===== src/bss_pkg.sv =====
// constants, types and register map of the brake and slip supervisor
package bss_pkg;
	// register indices on the plain register port
	localparam int BSS_AW = 3;
	localparam logic [2:0] BSS_REG_CTRL = 3'h0;
	localparam logic [2:0] BSS_REG_DLY_A = 3'h1;
	localparam logic [2:0] BSS_REG_DLY_B = 3'h2;
	localparam logic [2:0] BSS_REG_SUP = 3'h3;
	localparam logic [2:0] BSS_REG_STAT = 3'h4;
	localparam logic [2:0] BSS_REG_MASK = 3'h5;
	localparam logic [2:0] BSS_REG_INFO = 3'h6;
	// control register bit positions
	localparam int BSS_C_BRAKE = 0;
	localparam int BSS_C_CUTOFF = 1;
	localparam int BSS_C_SUP = 2;
	localparam int BSS_C_SRC = 3;
	localparam int BSS_C_INV = 4;
	localparam int BSS_C_ACT = 5;
	localparam int BSS_C_PWR = 8;
	localparam int BSS_C_CLR = 9;
	// status and mask bit positions
	localparam int BSS_S_SLIP = 0;
	localparam int BSS_S_READY = 1;
	localparam int BSS_S_ENGAGED = 2;
	localparam int BSS_S_START = 3;
	localparam int BSS_NSTAT = 4;
	// field positions in the shared words
	localparam int BSS_HI = 16;
	localparam int BSS_F_STEPS = 8;
	localparam int BSS_F_DIFF = 8;
	// sequencer states
	typedef enum logic [2:0] {
		BSS_OFF,
		BSS_WAIT_REL,
		BSS_WAIT_RDY,
		BSS_READY,
		BSS_WAIT_ENG,
		BSS_WAIT_OFF,
		BSS_HOLD
	} bss_seq_type;
	// slip error actions; the fourth code acts as ignore
	typedef enum logic [1:0] {
		BSS_ACT_ALARM,
		BSS_ACT_CORRECT,
		BSS_ACT_IGNORE
	} bss_act_type;
	// software settings
	typedef struct packed {
		logic brake_en;
		logic cutoff_en;
		logic sup_en;
		logic src_rev;
		logic rev_inv;
		bss_act_type act;
		logic power_req;
		logic [15:0] d_rel;
		logic [15:0] d_rdy;
		logic [15:0] d_eng;
		logic [15:0] d_off;
		logic [7:0] thr;
		logic [15:0] rev_steps;
	} bss_cfg_type;
	localparam bss_cfg_type BSS_CFG_RST = '{
		brake_en: 1'b0, cutoff_en: 1'b0, sup_en: 1'b0, src_rev: 1'b0,
		rev_inv: 1'b0, act: BSS_ACT_ALARM, power_req: 1'b0,
		d_rel: 16'h012c, d_rdy: 16'h01f4, d_eng: 16'h012c,
		d_off: 16'h0190, thr: 8'h08, rev_steps: 16'h00c8};
	// whole state of the supervisor
	typedef struct packed {
		bss_cfg_type cfg;
		bss_seq_type seq;
		logic [15:0] cnt;
		logic pend;
		logic [2:0] pin_s1;
		logic [2:0] pin_s2;
		logic [2:0] pin_p;
		logic signed [23:0] diff;
		logic over;
		logic [3:0] stat;
		logic [3:0] mask;
		logic alarm;
		logic corr;
		logic start;
		logic [31:0] rdata;
	} bss_state_type;
endpackage


===== src/bss_supervisor.sv =====
// brake sequencing and missed-step supervision for one motor axis
// Operation
// RULE1: brake sequence runs only when brake enabled
// RULE2: power on, wait delay, release brake
// RULE3: brake released, wait delay, axis ready
// RULE4: motion commands deferred until axis ready
// RULE5: motor stopped, wait delay, engage brake
// RULE6: brake engaged, wait delay, remove power
// RULE7: four delays are 16-bit millisecond counts
// RULE8: cutoff setting ends sequence with power off
// RULE9: missed-step supervision only when enabled
// RULE10: feedback source encoder or revolution sensor
// RULE11: missed-step threshold is 8-bit count
// RULE12: missed above threshold sets slip flag
// RULE13: alarm action enters alarm state
// RULE14: correct action starts loss correction
// RULE15: ignore action does nothing beyond flag
// RULE16: revolution sensor polarity set by invert
// RULE17: error action is one encoded field
// RULE18: slip flag sticky until cleared
`timescale 1ns/1ns
`default_nettype none
module bss_supervisor
	import bss_pkg::*;
(
	input wire logic clk_in,
	input wire logic rst_n_in,
	input wire logic tick_ms_in,
	input wire logic [BSS_AW-1:0] addr_in,
	input wire logic [31:0] wdata_in,
	input wire logic wr_in,
	input wire logic rd_in,
	output logic [31:0] rdata_out,
	input wire logic move_req_in,
	input wire logic motor_stopped_in,
	input wire logic step_in,
	input wire logic step_dir_in,
	input wire logic enc_a_in,
	input wire logic enc_b_in,
	input wire logic rev_in,
	output logic motor_power_out,
	output logic brake_release_out,
	output logic brake_oe_out,
	output logic axis_ready_out,
	output logic move_start_out,
	output logic alarm_out,
	output logic correct_start_out,
	output logic irq_out
);
	bss_state_type q;
	bss_state_type n;
	logic [15:0] dly;
	logic done;
	logic [3:0] set;
	logic [3:0] clr;
	logic enc_mv;
	logic enc_up;
	logic rev_act;
	logic rev_prev;
	logic rev_edge;
	logic signed [23:0] delta;
	logic [23:0] missed;
	logic det;

	// delay belonging to each waiting state
	function automatic logic [15:0] sel_dly(bss_seq_type s, bss_cfg_type c);
		logic [15:0] r;
		r = 16'h0000;
		unique case (s)
			BSS_WAIT_REL: r = c.d_rel;
			BSS_WAIT_RDY: r = c.d_rdy;
			BSS_WAIT_ENG: r = c.d_eng;
			BSS_WAIT_OFF: r = c.d_off;
			default: r = 16'h0000;
		endcase
		return r;
	endfunction

	// readback of every mapped word; unmapped indices read zero
	function automatic logic [31:0] rd_mux(logic [2:0] a, bss_state_type s);
		logic [31:0] r;
		r = 32'h0000_0000;
		unique case (a)
			BSS_REG_CTRL:
			begin
				r[BSS_C_BRAKE] = s.cfg.brake_en;
				r[BSS_C_CUTOFF] = s.cfg.cutoff_en;
				r[BSS_C_SUP] = s.cfg.sup_en;
				r[BSS_C_SRC] = s.cfg.src_rev;
				r[BSS_C_INV] = s.cfg.rev_inv;
				r[BSS_C_ACT+:2] = s.cfg.act;
				r[BSS_C_PWR] = s.cfg.power_req;
			end
			BSS_REG_DLY_A: r = {s.cfg.d_rdy, s.cfg.d_rel};
			BSS_REG_DLY_B: r = {s.cfg.d_off, s.cfg.d_eng};
			BSS_REG_SUP: r = {8'h00, s.cfg.rev_steps, s.cfg.thr};
			BSS_REG_STAT: r = {28'h000_0000, s.stat};
			BSS_REG_MASK: r = {28'h000_0000, s.mask};
			BSS_REG_INFO: r = {s.diff, 5'h00, s.seq};
			default: r = 32'h0000_0000;
		endcase
		return r;
	endfunction

	// feedback decoding from the synchronised pins
	always_comb
	begin
		enc_mv = (q.pin_s2[2] ^ q.pin_p[2]) ^ (q.pin_s2[1] ^ q.pin_p[1]);
		enc_up = q.pin_s2[2] ^ q.pin_p[1];
		rev_act = q.cfg.rev_inv ? q.pin_s2[0] : ~q.pin_s2[0]; // RULE16
		rev_prev = q.cfg.rev_inv ? q.pin_p[0] : ~q.pin_p[0];
		rev_edge = rev_act & ~rev_prev;
		// commanded steps add, measured steps take away
		delta = 24'sh000000;
		if (step_in)
		begin
			delta = step_dir_in ? 24'sh000001 : -24'sh000001;
		end
		if (!q.cfg.src_rev && enc_mv) // RULE10
		begin
			delta = delta + (enc_up ? -24'sh000001 : 24'sh000001);
		end
		// a whole revolution settles a full turn of steps at once
		if (q.cfg.src_rev && rev_edge) // RULE10
		begin
			if (step_dir_in)
			begin
				delta = delta - $signed({8'h00, q.cfg.rev_steps});
			end
			else
			begin
				delta = delta + $signed({8'h00, q.cfg.rev_steps});
			end
		end
		missed = q.diff[23] ? 24'(-q.diff) : 24'(q.diff);
	end

	// next-state logic for the whole supervisor
	always_comb
	begin
		n = q;
		set = 4'h0;
		clr = 4'h0;
		n.corr = 1'b0;
		n.start = 1'b0;
		// synchronisers; first stage feeds only the second
		n.pin_s1 = {enc_a_in, enc_b_in, rev_in};
		n.pin_s2 = q.pin_s1;
		n.pin_p = q.pin_s2;
		// millisecond counter of the current waiting state
		dly = sel_dly(q.seq, q.cfg); // RULE7
		done = q.cnt >= dly;
		if (tick_ms_in && !done)
		begin
			n.cnt = q.cnt + 16'h0001;
		end
		// power and brake sequence
		unique case (q.seq)
			BSS_OFF:
			begin
				if (q.cfg.power_req)
				begin
					// with no brake, power and readiness come together
					n.seq = q.cfg.brake_en ? BSS_WAIT_REL : BSS_READY; // RULE1
				end
			end
			BSS_WAIT_REL:
			begin
				if (done)
				begin
					n.seq = BSS_WAIT_RDY; // RULE2
				end
			end
			BSS_WAIT_RDY:
			begin
				if (done)
				begin
					n.seq = BSS_READY; // RULE3
				end
			end
			BSS_READY:
			begin
				if (!q.cfg.power_req && motor_stopped_in)
				begin
					n.seq = q.cfg.brake_en ? BSS_WAIT_ENG : BSS_OFF; // RULE1
				end
			end
			BSS_WAIT_ENG:
			begin
				if (done)
				begin
					n.seq = BSS_WAIT_OFF; // RULE5
				end
			end
			BSS_WAIT_OFF:
			begin
				if (done)
				begin
					set[BSS_S_ENGAGED] = 1'b1;
					n.seq = q.cfg.cutoff_en ? BSS_OFF : BSS_HOLD; // RULE6 RULE8
				end
			end
			BSS_HOLD:
			begin
				// power kept, brake holding; a new request releases again
				if (q.cfg.power_req)
				begin
					n.seq = BSS_WAIT_REL;
				end
			end
			default: n.seq = BSS_OFF;
		endcase
		if (n.seq != q.seq)
		begin
			n.cnt = 16'h0000;
		end
		if (n.seq == BSS_READY && q.seq != BSS_READY)
		begin
			set[BSS_S_READY] = 1'b1;
		end
		// deferred motion command; a new request in the start cycle stays pending
		if (q.pend && q.seq == BSS_READY)
		begin
			n.start = 1'b1; // RULE4
			set[BSS_S_START] = 1'b1;
		end
		n.pend = (q.pend && !n.start) || move_req_in; // RULE4
		// missed-step supervision
		n.diff = q.diff + delta;
		n.over = q.cfg.sup_en && (missed > {16'h0000, q.cfg.thr}); // RULE9 RULE11
		det = n.over && !q.over;
		if (n.over)
		begin
			set[BSS_S_SLIP] = 1'b1; // RULE12
		end
		// one action only, chosen by the encoded field
		if (det)
		begin
			unique case (q.cfg.act) // RULE17
				BSS_ACT_ALARM: n.alarm = 1'b1; // RULE13
				BSS_ACT_CORRECT: n.corr = 1'b1; // RULE14
				default: n.corr = 1'b0; // RULE15
			endcase
		end
		// register writes
		if (wr_in)
		begin
			unique case (addr_in)
				BSS_REG_CTRL:
				begin
					n.cfg.brake_en = wdata_in[BSS_C_BRAKE];
					n.cfg.cutoff_en = wdata_in[BSS_C_CUTOFF];
					n.cfg.sup_en = wdata_in[BSS_C_SUP];
					n.cfg.src_rev = wdata_in[BSS_C_SRC];
					n.cfg.rev_inv = wdata_in[BSS_C_INV];
					n.cfg.act = bss_act_type'(wdata_in[BSS_C_ACT+:2]);
					n.cfg.power_req = wdata_in[BSS_C_PWR];
					if (wdata_in[BSS_C_CLR])
					begin
						// restart the count after the axis is re-referenced
						n.diff = 24'sh000000;
					end
				end
				BSS_REG_DLY_A:
				begin
					n.cfg.d_rel = wdata_in[15:0]; // RULE7
					n.cfg.d_rdy = wdata_in[BSS_HI+:16];
				end
				BSS_REG_DLY_B:
				begin
					n.cfg.d_eng = wdata_in[15:0];
					n.cfg.d_off = wdata_in[BSS_HI+:16];
				end
				BSS_REG_SUP:
				begin
					n.cfg.thr = wdata_in[7:0]; // RULE11
					n.cfg.rev_steps = wdata_in[BSS_F_STEPS+:16];
				end
				BSS_REG_MASK: n.mask = wdata_in[BSS_NSTAT-1:0];
				default: n.mask = q.mask;
			endcase
		end
		// reading status clears it, but a new event in that cycle stays
		if (rd_in && addr_in == BSS_REG_STAT)
		begin
			clr = 4'hf;
			n.alarm = det && q.cfg.act == BSS_ACT_ALARM; // set wins
		end
		n.stat = (q.stat & ~clr) | set; // RULE18
		n.rdata = rd_in ? rd_mux(addr_in, q) : 32'h0000_0000;
	end

	// one register for all state; synchronous reset
	always_ff @(posedge clk_in)
	begin
		if (!rst_n_in)
		begin
			q <= '0;
			q.cfg <= BSS_CFG_RST;
		end
		else
		begin
			q <= n;
		end
	end

	// outputs decoded from registered state
	assign motor_power_out = q.seq != BSS_OFF;
	assign brake_release_out = q.cfg.brake_en &&
		(q.seq == BSS_WAIT_RDY || q.seq == BSS_READY ||
		q.seq == BSS_WAIT_ENG); // RULE1
	assign brake_oe_out = q.cfg.brake_en; // RULE1
	assign axis_ready_out = q.seq == BSS_READY;
	assign move_start_out = q.start;
	assign alarm_out = q.alarm;
	assign correct_start_out = q.corr;
	assign irq_out = |(q.stat & q.mask);
	assign rdata_out = q.rdata;
endmodule
`default_nettype wire


===== config.mk =====
export PLATFORM = sky130hd
export DESIGN_NAME = bss_supervisor
export DESIGN_NICKNAME = d
export VERILOG_FILES = /design/src/bss_pkg.sv /design/src/bss_supervisor.sv
export SDC_FILE = /design/constraint.sdc
export NUM_CORES = 1
export LEC_CHECK = 0
export BUFFER_PORTS_ARGS = -buffer_cell sky130_fd_sc_hd__buf_2
export CORE_MARGIN = 2
export CORE_UTILIZATION = 55
export CTS_CLUSTER_SIZE = 14
export DETAILED_ROUTE_END_ITERATION = 12
export GPL_TIMING_DRIVEN = 0
export PLACE_DENSITY_LB_ADDON = 0.05
export SYNTH_ARGS = -nofsm -noshare
export SYNTH_HDL_FRONTEND = slang
export SYNTH_SLANG_ARGS = --single-unit

===== constraint.sdc =====
create_clock -name clk_in -period 7 [get_ports clk_in]
set_input_delay 0 -clock clk_in [delete_from_list [all_inputs] [get_ports clk_in]]
set_output_delay 0 -clock clk_in [all_outputs]
set_load 0.005 [all_outputs]

; Word level (Yosys, flattened, before mapping)
; Index checks and enable logic that the tools add are counted.
; W data, S select, Z words.
[classes]
bitwise_logic = 13
eq_ne = 16
div_mod_pow = 0
n_reduce_logical = 36
mul = 0
addsub = 6
shift = 0
n_mux = 38
n_lt_le_gt_ge = 2
[op_table]
columns = operator, count
row1 = $mux W24, 10
row2 = $pmux W23 S4, 1
row3 = $pmux W16 S4, 1
row4 = $pmux W7 S7, 1
row5 = $add A24 B24 Y24, 2
row6 = $mux W3, 9
row7 = $add A24 B17 Y24, 1
row8 = $gt A24 B8 Y1, 1
row9 = $neg A24 Y24, 1
row10 = $sub A24 B17 Y24, 1
row11 = $pmux W3 S7, 1
row12 = $eq A3 B3 Y1 const B, 6
row13 = $add A16 B1 Y16 const B, 1
row14 = $ge A16 B16 Y1, 1
row15 = $reduce_and A2 Y1, 8
row16 = $eq A3 B2 Y1 const B, 5
row17 = $logic_and A1 B1 Y1, 12
row18 = $mux W1, 10
row19 = $and A4 B4 Y4, 2
row20 = $eq A3 B1 Y1 const B, 2
row21 = $logic_not A3 Y1, 2
row22 = $logic_not A1 Y1, 5
row23 = $pmux W1 S5, 1
row24 = $mux W2, 2
row25 = other kinds (16), 25
[word_totals]
elab_cells = 138
ram_bits = 0
reg_bits = 193
romBits = 0
latch_bits = 0
mem_count = 0

; Depth between registers and ports, before layout
; Gate-level depths: netlist of the first run.
[depth]
ltp_word = 11
depth_mapped = 27
ltp_nobuf = 27

; Least setup slack after synthesis of the first run
; OpenSTA, ideal clock, no wires.
[synth_path]
path_kind = flip-flop to flip-flop
startpoint = register q (netlist bit n[70])
endpoint = register q[67] (netlist name)
path_stages_with_launch = 27
setup_slack_ps = 885
period_less_slack_ps = 6115
setup_time_ps = 120
required_time_ps = 6880
t_arrival_ps = 5995
cell_sequence = dfxtp_1 -> xnor2_1 -> inv_1 -> fa_1 -> inv_1 -> fa_1 -> fa_1 -> mux2i_1 -> ha_1 -> a21oi_1 -> a21boi_0 -> o31ai_1 -> nand2_1 -> a21o_1 -> a21oi_1 -> xor2_1 -> o21ai_0 -> ha_1 -> a21o_1 -> a21o_1 -> a2111oi_0 -> o211ai_1 -> a31o_1 -> a21o_1 -> a31oi_1 -> nand3_1 -> nor3b_1
[synth_between]
elab_chain_len = 11
[synth_rtl]
columns = element, line_no
row1 = start: declaration, bss_supervisor.sv:50  ; bss_state_type q;
row2 = start signal: assignment, bss_supervisor.sv:303  ; q <= n;
row3 = "$xor A1 B1 Y1, on equally long branches", "bss_supervisor.sv:109, bss_supervisor.sv:108"
row4 = $mux W24 or $xor A1 B1 Y1 (tied branches), "bss_supervisor.sv:121, bss_supervisor.sv:108"
row5 = $add A24 B24 Y24 or $logic_and A1 B1 Y1 (tied branches), "bss_supervisor.sv:121, bss_supervisor.sv:119"
row6 = $mux W24 *, bss_supervisor.sv:119  ; if (!q.cfg.src_rev && enc_mv)
row7 = $add A24 B17 Y24 or $sub A24 B17 Y24 (tied branches), "bss_supervisor.sv:132, bss_supervisor.sv:128"
row8 = $mux W24, bss_supervisor.sv:126  ; if (step_dir_in)
row9 = $mux W24 *, bss_supervisor.sv:124  ; if (q.cfg.src_rev && rev_edge)
row10 = $add A24 B24 Y24 *, bss_supervisor.sv:229  ; n.diff = q.diff + delta;
row11 = $mux W24, bss_supervisor.sv:258  ; if (wdata_in[BSS_C_CLR])
row12 = $mux W24, bss_supervisor.sv:248  ; unique case (addr_in)
row13 = $mux W24 *, bss_supervisor.sv:246  ; if (wr_in)
; Every way passes the cells marked *; elsewhere a longest branch is shown, timed or not.
; A chain may end at the register's enable or synchronous reset.

; Worst setup path in the final report of the first run
; Ends and elaborated chain as after synthesis.

==> results of run 1 <==
==> cells by family (layout without fill, tap and decap cells) <==
group / count (synthesis) / after routing / share of synthesized area [%]
muxes: 53 / 53 / 4.878
buffers and inverters: 154 / 312 / 5.719
and+or+nand+nor: 570 / 570 / 21.52
adders and majority gates: 82 / 82 / 8.835
xor gates and xnor gates: 76 / 76 / 5.452
DFF: 193 / 193 / 31.65
AOI/OAI and AO/OA: 385 / 385 / 21.94
==> per-layer routing <==
layer	GRT usage, %	vias up
met1	49.45	5532
met5	0	-
met2	49.11	636
met4	9.700	0
met3	4.678	75
li1	-	5605
==> timing repair <==
item | 4_1_cts | 5_1_grt
endpoints found under the hold margin | 107 | 0
setup buffers | 0 | 4
setup endpoints to repair | 3 | 2
resized for setup | 2 | 6
hold buffers | 39 | 0
pin swaps | 0 | 0
==> stage by stage <==
stage | TNS [ns] | total power [µW]
detailed placement | -0.4571 | 2754
global placement | -0.3051 | 2736
floorplan | 0 | 2362
global route | 0 | 4031
finish | 0 | 3825
CTS | 0 | 3781
==> state kept, by name, summed over array words and instances (netlist names) <==
| signal | flops |
|---|---|
| n | 6 |
| move_start_out | 1 |
| rdata_out | 32 |
| brake_oe_out | 1 |
| correct_start_out | 1 |
| alarm_out | 1 |
| q | 151 |
==> final timing paths <==
kind	startpoint	end	slack, ns	cells past startpoint
max reg2reg	n[70]	q[67]	0.41	27
min reg2reg	n[73]	n[70]	0.44	1
min	motor_stopped_in	q[96]	0.005	4
max	n[70]	q[67]	0.41	27
==> report_power, final <==
part | switching [µW] | internal (µW)
clock network | 484 | 539
registers | 138 | 1180
logic | 874 | 614
total | 1500 | 2330
==> worst max-delay path, cell delays in order, from the launching register on <==
cell and delay, ns:
sky130_fd_sc_hd__dfxtp_1 0.33, sky130_fd_sc_hd__xnor2_2 0.29, sky130_fd_sc_hd__inv_1 0.17, sky130_fd_sc_hd__fa_1 0.38, sky130_fd_sc_hd__inv_1 0.11, sky130_fd_sc_hd__fa_1 0.19
sky130_fd_sc_hd__fa_1 0.45, sky130_fd_sc_hd__mux2i_4 0.24, sky130_fd_sc_hd__buf_4 0.20, sky130_fd_sc_hd__buf_4 0.11, sky130_fd_sc_hd__ha_1 0.27, sky130_fd_sc_hd__o21ai_0 0.18
sky130_fd_sc_hd__nor2_1 0.09, sky130_fd_sc_hd__a211oi_1 0.31, sky130_fd_sc_hd__or3_1 0.21, sky130_fd_sc_hd__nand3b_1 0.12, sky130_fd_sc_hd__a21oi_1 0.20, sky130_fd_sc_hd__xor2_1 0.29
sky130_fd_sc_hd__o21ai_1 0.22, sky130_fd_sc_hd__ha_1 0.36, sky130_fd_sc_hd__a21o_1 0.19, sky130_fd_sc_hd__a2111oi_0 0.41, sky130_fd_sc_hd__o211ai_1 0.21, sky130_fd_sc_hd__a31o_1 0.25
sky130_fd_sc_hd__a21o_1 0.20, sky130_fd_sc_hd__a31oi_1 0.26, sky130_fd_sc_hd__nand3_1 0.10, sky130_fd_sc_hd__nor3b_1 0.14
==> placed cells by master (no fill, tap or decap), types with 9 or more instances in the layout <==
master,count
sky130_fd_sc_hd__a222oi_1,18
sky130_fd_sc_hd__a21oi_1,81
sky130_fd_sc_hd__inv_1,42
sky130_fd_sc_hd__dfxtp_1,193
sky130_fd_sc_hd__a22oi_1,23
sky130_fd_sc_hd__buf_2,84
sky130_fd_sc_hd__buf_1,9
sky130_fd_sc_hd__nand2_1,242
sky130_fd_sc_hd__nor2_1,140
sky130_fd_sc_hd__a21o_1,39
sky130_fd_sc_hd__buf_4,36
sky130_fd_sc_hd__nand2b_1,12
sky130_fd_sc_hd__nor3_1,23
sky130_fd_sc_hd__nand3_1,48
sky130_fd_sc_hd__clkbuf_1,71
sky130_fd_sc_hd__clkbuf_16,17
sky130_fd_sc_hd__o21ai_0,47
sky130_fd_sc_hd__nand4_1,11
sky130_fd_sc_hd__a21boi_0,60
sky130_fd_sc_hd__xor2_1,35
sky130_fd_sc_hd__nor2b_1,19
sky130_fd_sc_hd__mux2i_1,20
sky130_fd_sc_hd__and3_1,14
sky130_fd_sc_hd__a22o_1,20
sky130_fd_sc_hd__dlygate4sd3_1,39
sky130_fd_sc_hd__and2_1,17
sky130_fd_sc_hd__a21boi_1,20
sky130_fd_sc_hd__mux2_2,27
sky130_fd_sc_hd__ha_1,75
sky130_fd_sc_hd__xnor2_1,40
==> final cells by class <==
cell class / instances / share of cell area [%]
multi-input cells: 1166 / 54.78
flip-flops and latches: 193 / 27.52
repair buffers: 127 / 5.989
plain buffers: 112 / 3.850
clock buffers: 17 / 3.030
well taps: 280 / 2.495
clock inverters: 14 / 1.212
inverters: 42 / 1.123
==> cell usage after synthesis (9+ instances only) <==
library cell / number / area [µm²]
sky130_fd_sc_hd__nor2_1: 140 / 525.5
sky130_fd_sc_hd__nand3_1: 48 / 240.2
sky130_fd_sc_hd__inv_1: 42 / 157.7
sky130_fd_sc_hd__mux2i_1: 22 / 220.2
sky130_fd_sc_hd__xor2_1: 35 / 306.5
sky130_fd_sc_hd__buf_4: 32 / 240.2
sky130_fd_sc_hd__a21boi_0: 60 / 450.4
sky130_fd_sc_hd__nand4_1: 11 / 68.82
sky130_fd_sc_hd__nor3_1: 23 / 115.1
sky130_fd_sc_hd__a22oi_1: 23 / 172.7
sky130_fd_sc_hd__dfxtp_1: 193 / 3864
sky130_fd_sc_hd__and2_1: 17 / 106.4
sky130_fd_sc_hd__xnor2_1: 41 / 359.1
sky130_fd_sc_hd__ha_1: 75 / 938.4
sky130_fd_sc_hd__buf_1: 9 / 33.78
sky130_fd_sc_hd__nand2b_1: 12 / 75.07
sky130_fd_sc_hd__a22o_1: 20 / 175.2
sky130_fd_sc_hd__nand2_1: 242 / 908.4
sky130_fd_sc_hd__a21oi_1: 81 / 405.4
sky130_fd_sc_hd__nor2b_1: 19 / 118.9
sky130_fd_sc_hd__a21boi_1: 20 / 150.1
sky130_fd_sc_hd__and3_1: 14 / 87.58
sky130_fd_sc_hd__a21o_1: 39 / 292.8
sky130_fd_sc_hd__clkbuf_1: 71 / 266.5
sky130_fd_sc_hd__o21ai_0: 49 / 245.2
sky130_fd_sc_hd__a222oi_1: 18 / 180.2
sky130_fd_sc_hd__mux2_2: 27 / 304.0
==> flow_summary.rst, run 1 <==
.. list-table::
   :header-rows: 1

   * - Metric
     - Value
   * - Result of the run
     - finished clean
   * - Startpoint type of the worst setup path
     - flip-flop
   * - Worst EP arrival
     - 6.93 ns
   * - Total area of multi-input combinational cells
     - 7691 µm²
   * - Total global-route track usage
     - 32.96%
   * - Critical Setup Path Class
     - flip-flop to flip-flop
   * - Antenna-violating nets left
     - 0
   * - Sink Count
     - 193
   * - Number of buffers on the longest clock path
     - 2
   * - Post-Route M1 WL
     - 17.84 mm
   * - Global-route wire length before repair
     - 60.40 mm
   * - Routed wl met2
     - 16.52 mm
   * - HPWL after detailed placement
     - 30.31 mm
   * - Starting density of the core
     - 55.94%
   * - Placeable core region
     - 21820 µm²
   * - Net count reported at finish
     - 1788
   * - Hold Worst Slack
     - 0.005075 ns
   * - Portion of the post-synthesis area used by sequential elements
     - 31.65%
   * - Cell Area, Placed
     - 12990 µm²
   * - Setup repair after global routing missed its margin
     - false
   * - Pin slew with the least headroom to its limit
     - 0.9252 ns
   * - TritonCTS clock tree
     - done
   * - Master cell of the clock root buffer
     - sky130_fd_sc_hd__clkbuf_16
   * - Residual DRC
     - 0
   * - Total congestion overflow after global routing
     - 0
   * - Maximum number of pins on one net before global-route repair
     - 19
   * - Width of the chip
     - 153.0 µm
   * - Post-Layout Cell Count
     - 1951
   * - Cell leakage power
     - 0.005889 µW
   * - Cell area power density
     - 272.4 nW/µm²
   * - Worst relative slew slack
     - 37.85%
   * - Area occupied by registers
     - 3864 µm²
   * - Area of the die
     - 23400 µm²
   * - Netlist area before placement
     - 12210 µm²
   * - Final GP Congestion
     - 0.9951
   * - Path type of the worst min-delay path
     - primary input to flip-flop
   * - Routed wire length
     - 39.27 mm
   * - Min setup slack post-route
     - 0.4069 ns
   * - Total via count in the routed design
     - 11850
   * - Synthesis-stage register bit count
     - 193
   * - Period Utilization, post-route
     - 94.19%
   * - Port Buffers
     - 84
   * - Total count of max-transition violations in the final report
     - 0
   * - Clock Pin Slew Worst Setup and Hold Paths
     - 0.08 ns
   * - IR Drop Worst-Case VDD
     - 0.1343 mV
   * - Ratio of cells with drive above 1 in the final layout
     - 12.09%
   * - Syn. warnings
     - 0
   * - Most common flop cell mapped by yosys
     - sky130_fd_sc_hd__dfxtp_1
   * - # diodes
     - 0
   * - Worst Setup Slack post-DPL
     - -0.3709 ns
   * - Highest clock rate
     - 151.7 MHz
   * - Final Critical Period
     - 6.593 ns
   * - Per-cell via count in the routed design
     - 6.073
   * - I/O Pins
     - 87
   * - Endpoint type of the worst setup path
     - flip-flop
   * - Clk Latency, worst-skew pair
     - 0.45 ns
   * - FILL cells
     - 1968
   * - Cell Count Post-Placement
     - 1877
   * - Die Y-Extent
     - 153.0 µm
   * - Total of max-cap violations
     - 0
   * - Number of global-route vias before repair
     - 10680
   * - Worst clock skew
     - 0.01384 ns
   * - Setup violation total in the final timing report
     - 0
   * - Antenna violations before repair
     - 0
   * - Max FO, Critical Path
     - 5
   * - Num CTS Buffers
     - 17
   * - Required arrival time at the worst endpoint
     - 7.33 ns
   * - Share of the core filled with cells in the final layout
     - 64.33%
   * - Highest metal layer with signal wires
     - met4
   * - Row count
     - 54
   * - Met3 WL post-DR
     - 3.887 mm
   * - Post-synth ARST share
     - 0%
   * - Final number of hold-violating endpoints
     - 0
   * - Drt wl/cell
     - 20.13 µm
   * - Net count after synthesis
     - 1642
   * - Mapped Cells
     - 1513
   * - Area delta synth->final
     - 15.00%
   * - H-tree depth
     - 4
   * - Number of different library cells in the post-synthesis netlist
     - 74
   * - Iteration-0 DRC Markers
     - 1324
   * - Layout Cell Area excl Fill
     - 14040 µm²
   * - Avg Synthesized Cell Area
     - 8.069 µm²
   * - Post-synth EDFFs
     - 0
   * - Number of iterations in the first detailed-routing pass
     - 6
Power figures use the tool's default switching activity.
==> run 2: changes to the inputs <==
--- a/config.mk
+++ b/config.mk
@@ -6,8 +6,8 @@
 export NUM_CORES = 1
 export LEC_CHECK = 0
 export BUFFER_PORTS_ARGS = -buffer_cell sky130_fd_sc_hd__buf_2
-export CORE_MARGIN = 2
-export CORE_UTILIZATION = 55
+export CORE_MARGIN = 4
+export CORE_UTILIZATION = 62
 export CTS_CLUSTER_SIZE = 14
 export DETAILED_ROUTE_END_ITERATION = 12
 export GPL_TIMING_DRIVEN = 0
==> run 2 against run 1 <==
Net effect:
- global-route usage rose by 2.1 points
- highest routed layer unchanged
- die area fell by 6.0%
- first-iteration DRC count rose by 17%
- non-clock buffer count rose by 4
- routed wire length barely moved
==> flow_summary.rst, run 2 (same netlist as run 1, synthesis figures left out) <==
.. list-table::
   :header-rows: 1

   * - Metric
     - Value
   * - Total global-route track usage
     - 35.03%
   * - Total congestion overflow after global routing
     - 0
   * - GR Layer Usage met1
     - 49.42%
   * - Residual DRC
     - 0
   * - Slowest Stage Delay on Critical Path
     - 0.45 ns
   * - Global-route track usage on met2
     - 52.82%
   * - Global route hottest layer
     - met2
   * - Final Critical Period
     - 6.606 ns
   * - Width of the chip
     - 148.3 µm
   * - Net count reported at finish
     - 1792
   * - Critical Setup Path Class
     - flip-flop to flip-flop
   * - Worst hold path cell count
     - 5
   * - Family with the most delay on the worst path
     - compound AO/OA/AOI/OAI gates
   * - Iteration-0 DRC Markers
     - 1553
   * - I/O Pins
     - 87
   * - Min-Delay Endpoint
     - q[78]
   * - Number of cell instances on the worst register-to-register path
     - 26
   * - Clock Pin Slew Worst Setup and Hold Paths
     - 0.08 ns
   * - Maximum number of pins on one net before global-route repair
     - 21
   * - Cell area power density
     - 269.9 nW/µm²
   * - Setup violation total in the final timing report
     - 0
   * - Setup crit start
     - n[70]
   * - # diodes
     - 0
   * - Sink Count
     - 193
   * - Total of max-cap violations
     - 0
   * - Global-route wire length before repair
     - 60.36 mm
   * - Worst EP arrival
     - 6.95 ns
   * - H-tree depth
     - 4
   * - Port Buffers
     - 84
   * - IR Drop Worst-Case VDD
     - 0.1719 mV
   * - Row count
     - 51
   * - Cell leakage power
     - 0.005921 µW
   * - Most frequent standard cell in the layout excluding fill and tap cells
     - sky130_fd_sc_hd__nand2_1
   * - Placeable core region
     - 19400 µm²
   * - Largest register by flop count
     - q
   * - Setup repair after global routing missed its margin
     - false
   * - Hold Worst Slack
     - 0.01092 ns
   * - Drt wl/cell
     - 20.25 µm
   * - Number of flip-flops under the largest register name
     - 151
   * - Number of global-route vias before repair
     - 11100
   * - HPWL after detailed placement
     - 29.63 mm
   * - Final number of hold-violating endpoints
     - 0
   * - TritonCTS clock tree
     - done
   * - Cell seen most often among critical-path stages
     - sky130_fd_sc_hd__a21o_1
   * - Path type of the worst min-delay path
     - primary input to flip-flop
   * - Endpoint type of the worst setup path
     - flip-flop
   * - Period Utilization, post-route
     - 94.38%
   * - Worst relative slew slack
     - 33.21%
   * - Standard cell with the maximum stage delay on the critical path
     - sky130_fd_sc_hd__fa_1
   * - Critical R2R Capture
     - q[67]
   * - Area delta synth->final
     - 15.06%
   * - Required arrival time at the worst endpoint
     - 7.34 ns
   * - Top library cells by usage in the layout, fill and taps aside
     - 242 x sky130_fd_sc_hd__nand2_1, 193 x sky130_fd_sc_hd__dfxtp_1, 140 x sky130_fd_sc_hd__nor2_1
   * - Pin slew with the least headroom to its limit
     - 0.9928 ns
   * - Num CTS Buffers
     - 17
   * - Hold Startpoint
     - tick_ms_in
   * - Number of buffers on the longest clock path
     - 2
   * - Antenna-violating nets left
     - 0
   * - Ratio of cells with drive above 1 in the final layout
     - 12.17%
   * - Antenna violations before repair
     - 0
   * - Sum of buffers and inverters on the critical path
     - 2
   * - Clk Latency, worst-skew pair
     - 0.45 ns
   * - Total count of max-transition violations in the final report
     - 0
   * - Routed wire length
     - 39.30 mm
   * - Startpoint of the lowest-slack register-to-register path
     - n[70]
   * - Highest clock rate
     - 151.4 MHz
   * - Worst clock skew
     - 0.01265 ns
   * - Startpoint type of the worst setup path
     - flip-flop
   * - Result of the run
     - finished clean
   * - Final GP Congestion
     - 1.002
   * - Per-cell via count in the routed design
     - 6.200
   * - Worst reg2reg setup slack
     - 0.39 ns
   * - Total via count in the routed design
     - 12040
   * - Share of the core filled with cells in the final layout
     - 72.41%
   * - Area of the die
     - 22000 µm²
   * - Max FO, Critical Path
     - 7
   * - Master cell of the clock root buffer
     - sky130_fd_sc_hd__clkbuf_16
   * - Starting density of the core
     - 62.93%
   * - Die Y-Extent
     - 148.3 µm
   * - Number of iterations in the first detailed-routing pass
     - 7
   * - Met3 global-route usage
     - 9.019%
## run 2: cell types whose count changed in the layout (fill, tap and decap cells not counted), sizes merged
cell,before,now
clkinv,1,6
inv,49,51
bufinv,2,0
dlygate4sd3,39,41
clkinvlp,4,0
buf,129,131
## run 2: metrics by stage
step | instance area (µm²) | instances | power [µW] | TNS (ns) | worst slack [ns]
after floorplan | 12210 | 1513 | 2362 | 0 | 0.8848
after global placement | 12960 | 1862 | 2705 | -0.2387 | -0.2387
after detailed placement | 12970 | 1862 | 2742 | -0.4362 | -0.3328
after CTS | 13980 | 1935 | 3732 | 0 | 0.09052
after global routing | 14050 | 1941 | 3992 | 0 | 0.04905
final | 14050 | 1941 | 3792 | 0 | 0.3937
## run 2: timing repair
action,CTS,global route
resized for setup,2,4
buffers inserted,0,6
hold buffers,41,0
gates cloned,0,0
pin swaps,0,0
endpoints found under the setup margin,3,3
endpoints found under the hold margin,110,0
## run 2: report_power, final
group	internal, µW	switching (µW)
sequential	1180	136
clock	480	508
combinational	617	874
total	2270	1520
## run 2: how the worst max path moves through the flow
stage	depth (start not counted)	to	slack, ns
finish	26	q[67]	0.39
global route	25	q[67]	0.05
CTS	25	q[67]	0.09
detailed placement	25	q[67]	-0.33
global placement	25	q[67]	-0.24
floorplan	26	q[67]	0.88
## run 2: worst min-delay path: stages
cell	delay (ns)
sky130_fd_sc_hd__buf_2	0.09
sky130_fd_sc_hd__inv_1	0.06
sky130_fd_sc_hd__nor3_1	0.09
sky130_fd_sc_hd__xnor2_1	0.14
sky130_fd_sc_hd__nor2_1	0.04
## run 2: area by class of cell
class,count,area (µm²)
multi-input cells,1166,7687
fillers,1618,5353
flip-flops and latches,193,3864
repair buffers,131,875.8
plain buffers,112,540.5
clock buffers,17,425.4
well taps,265,331.6
clock inverters,15,163.9
inverters,42,157.7
## run 2: per-layer routing
metal / routed length [µm] / vias to the layer above
li1: - / 5627
met1: 16590 / 5620
met2: 16840 / 692
met3: 4638 / 96
met4: 1239 / 0
met5: 0 / -
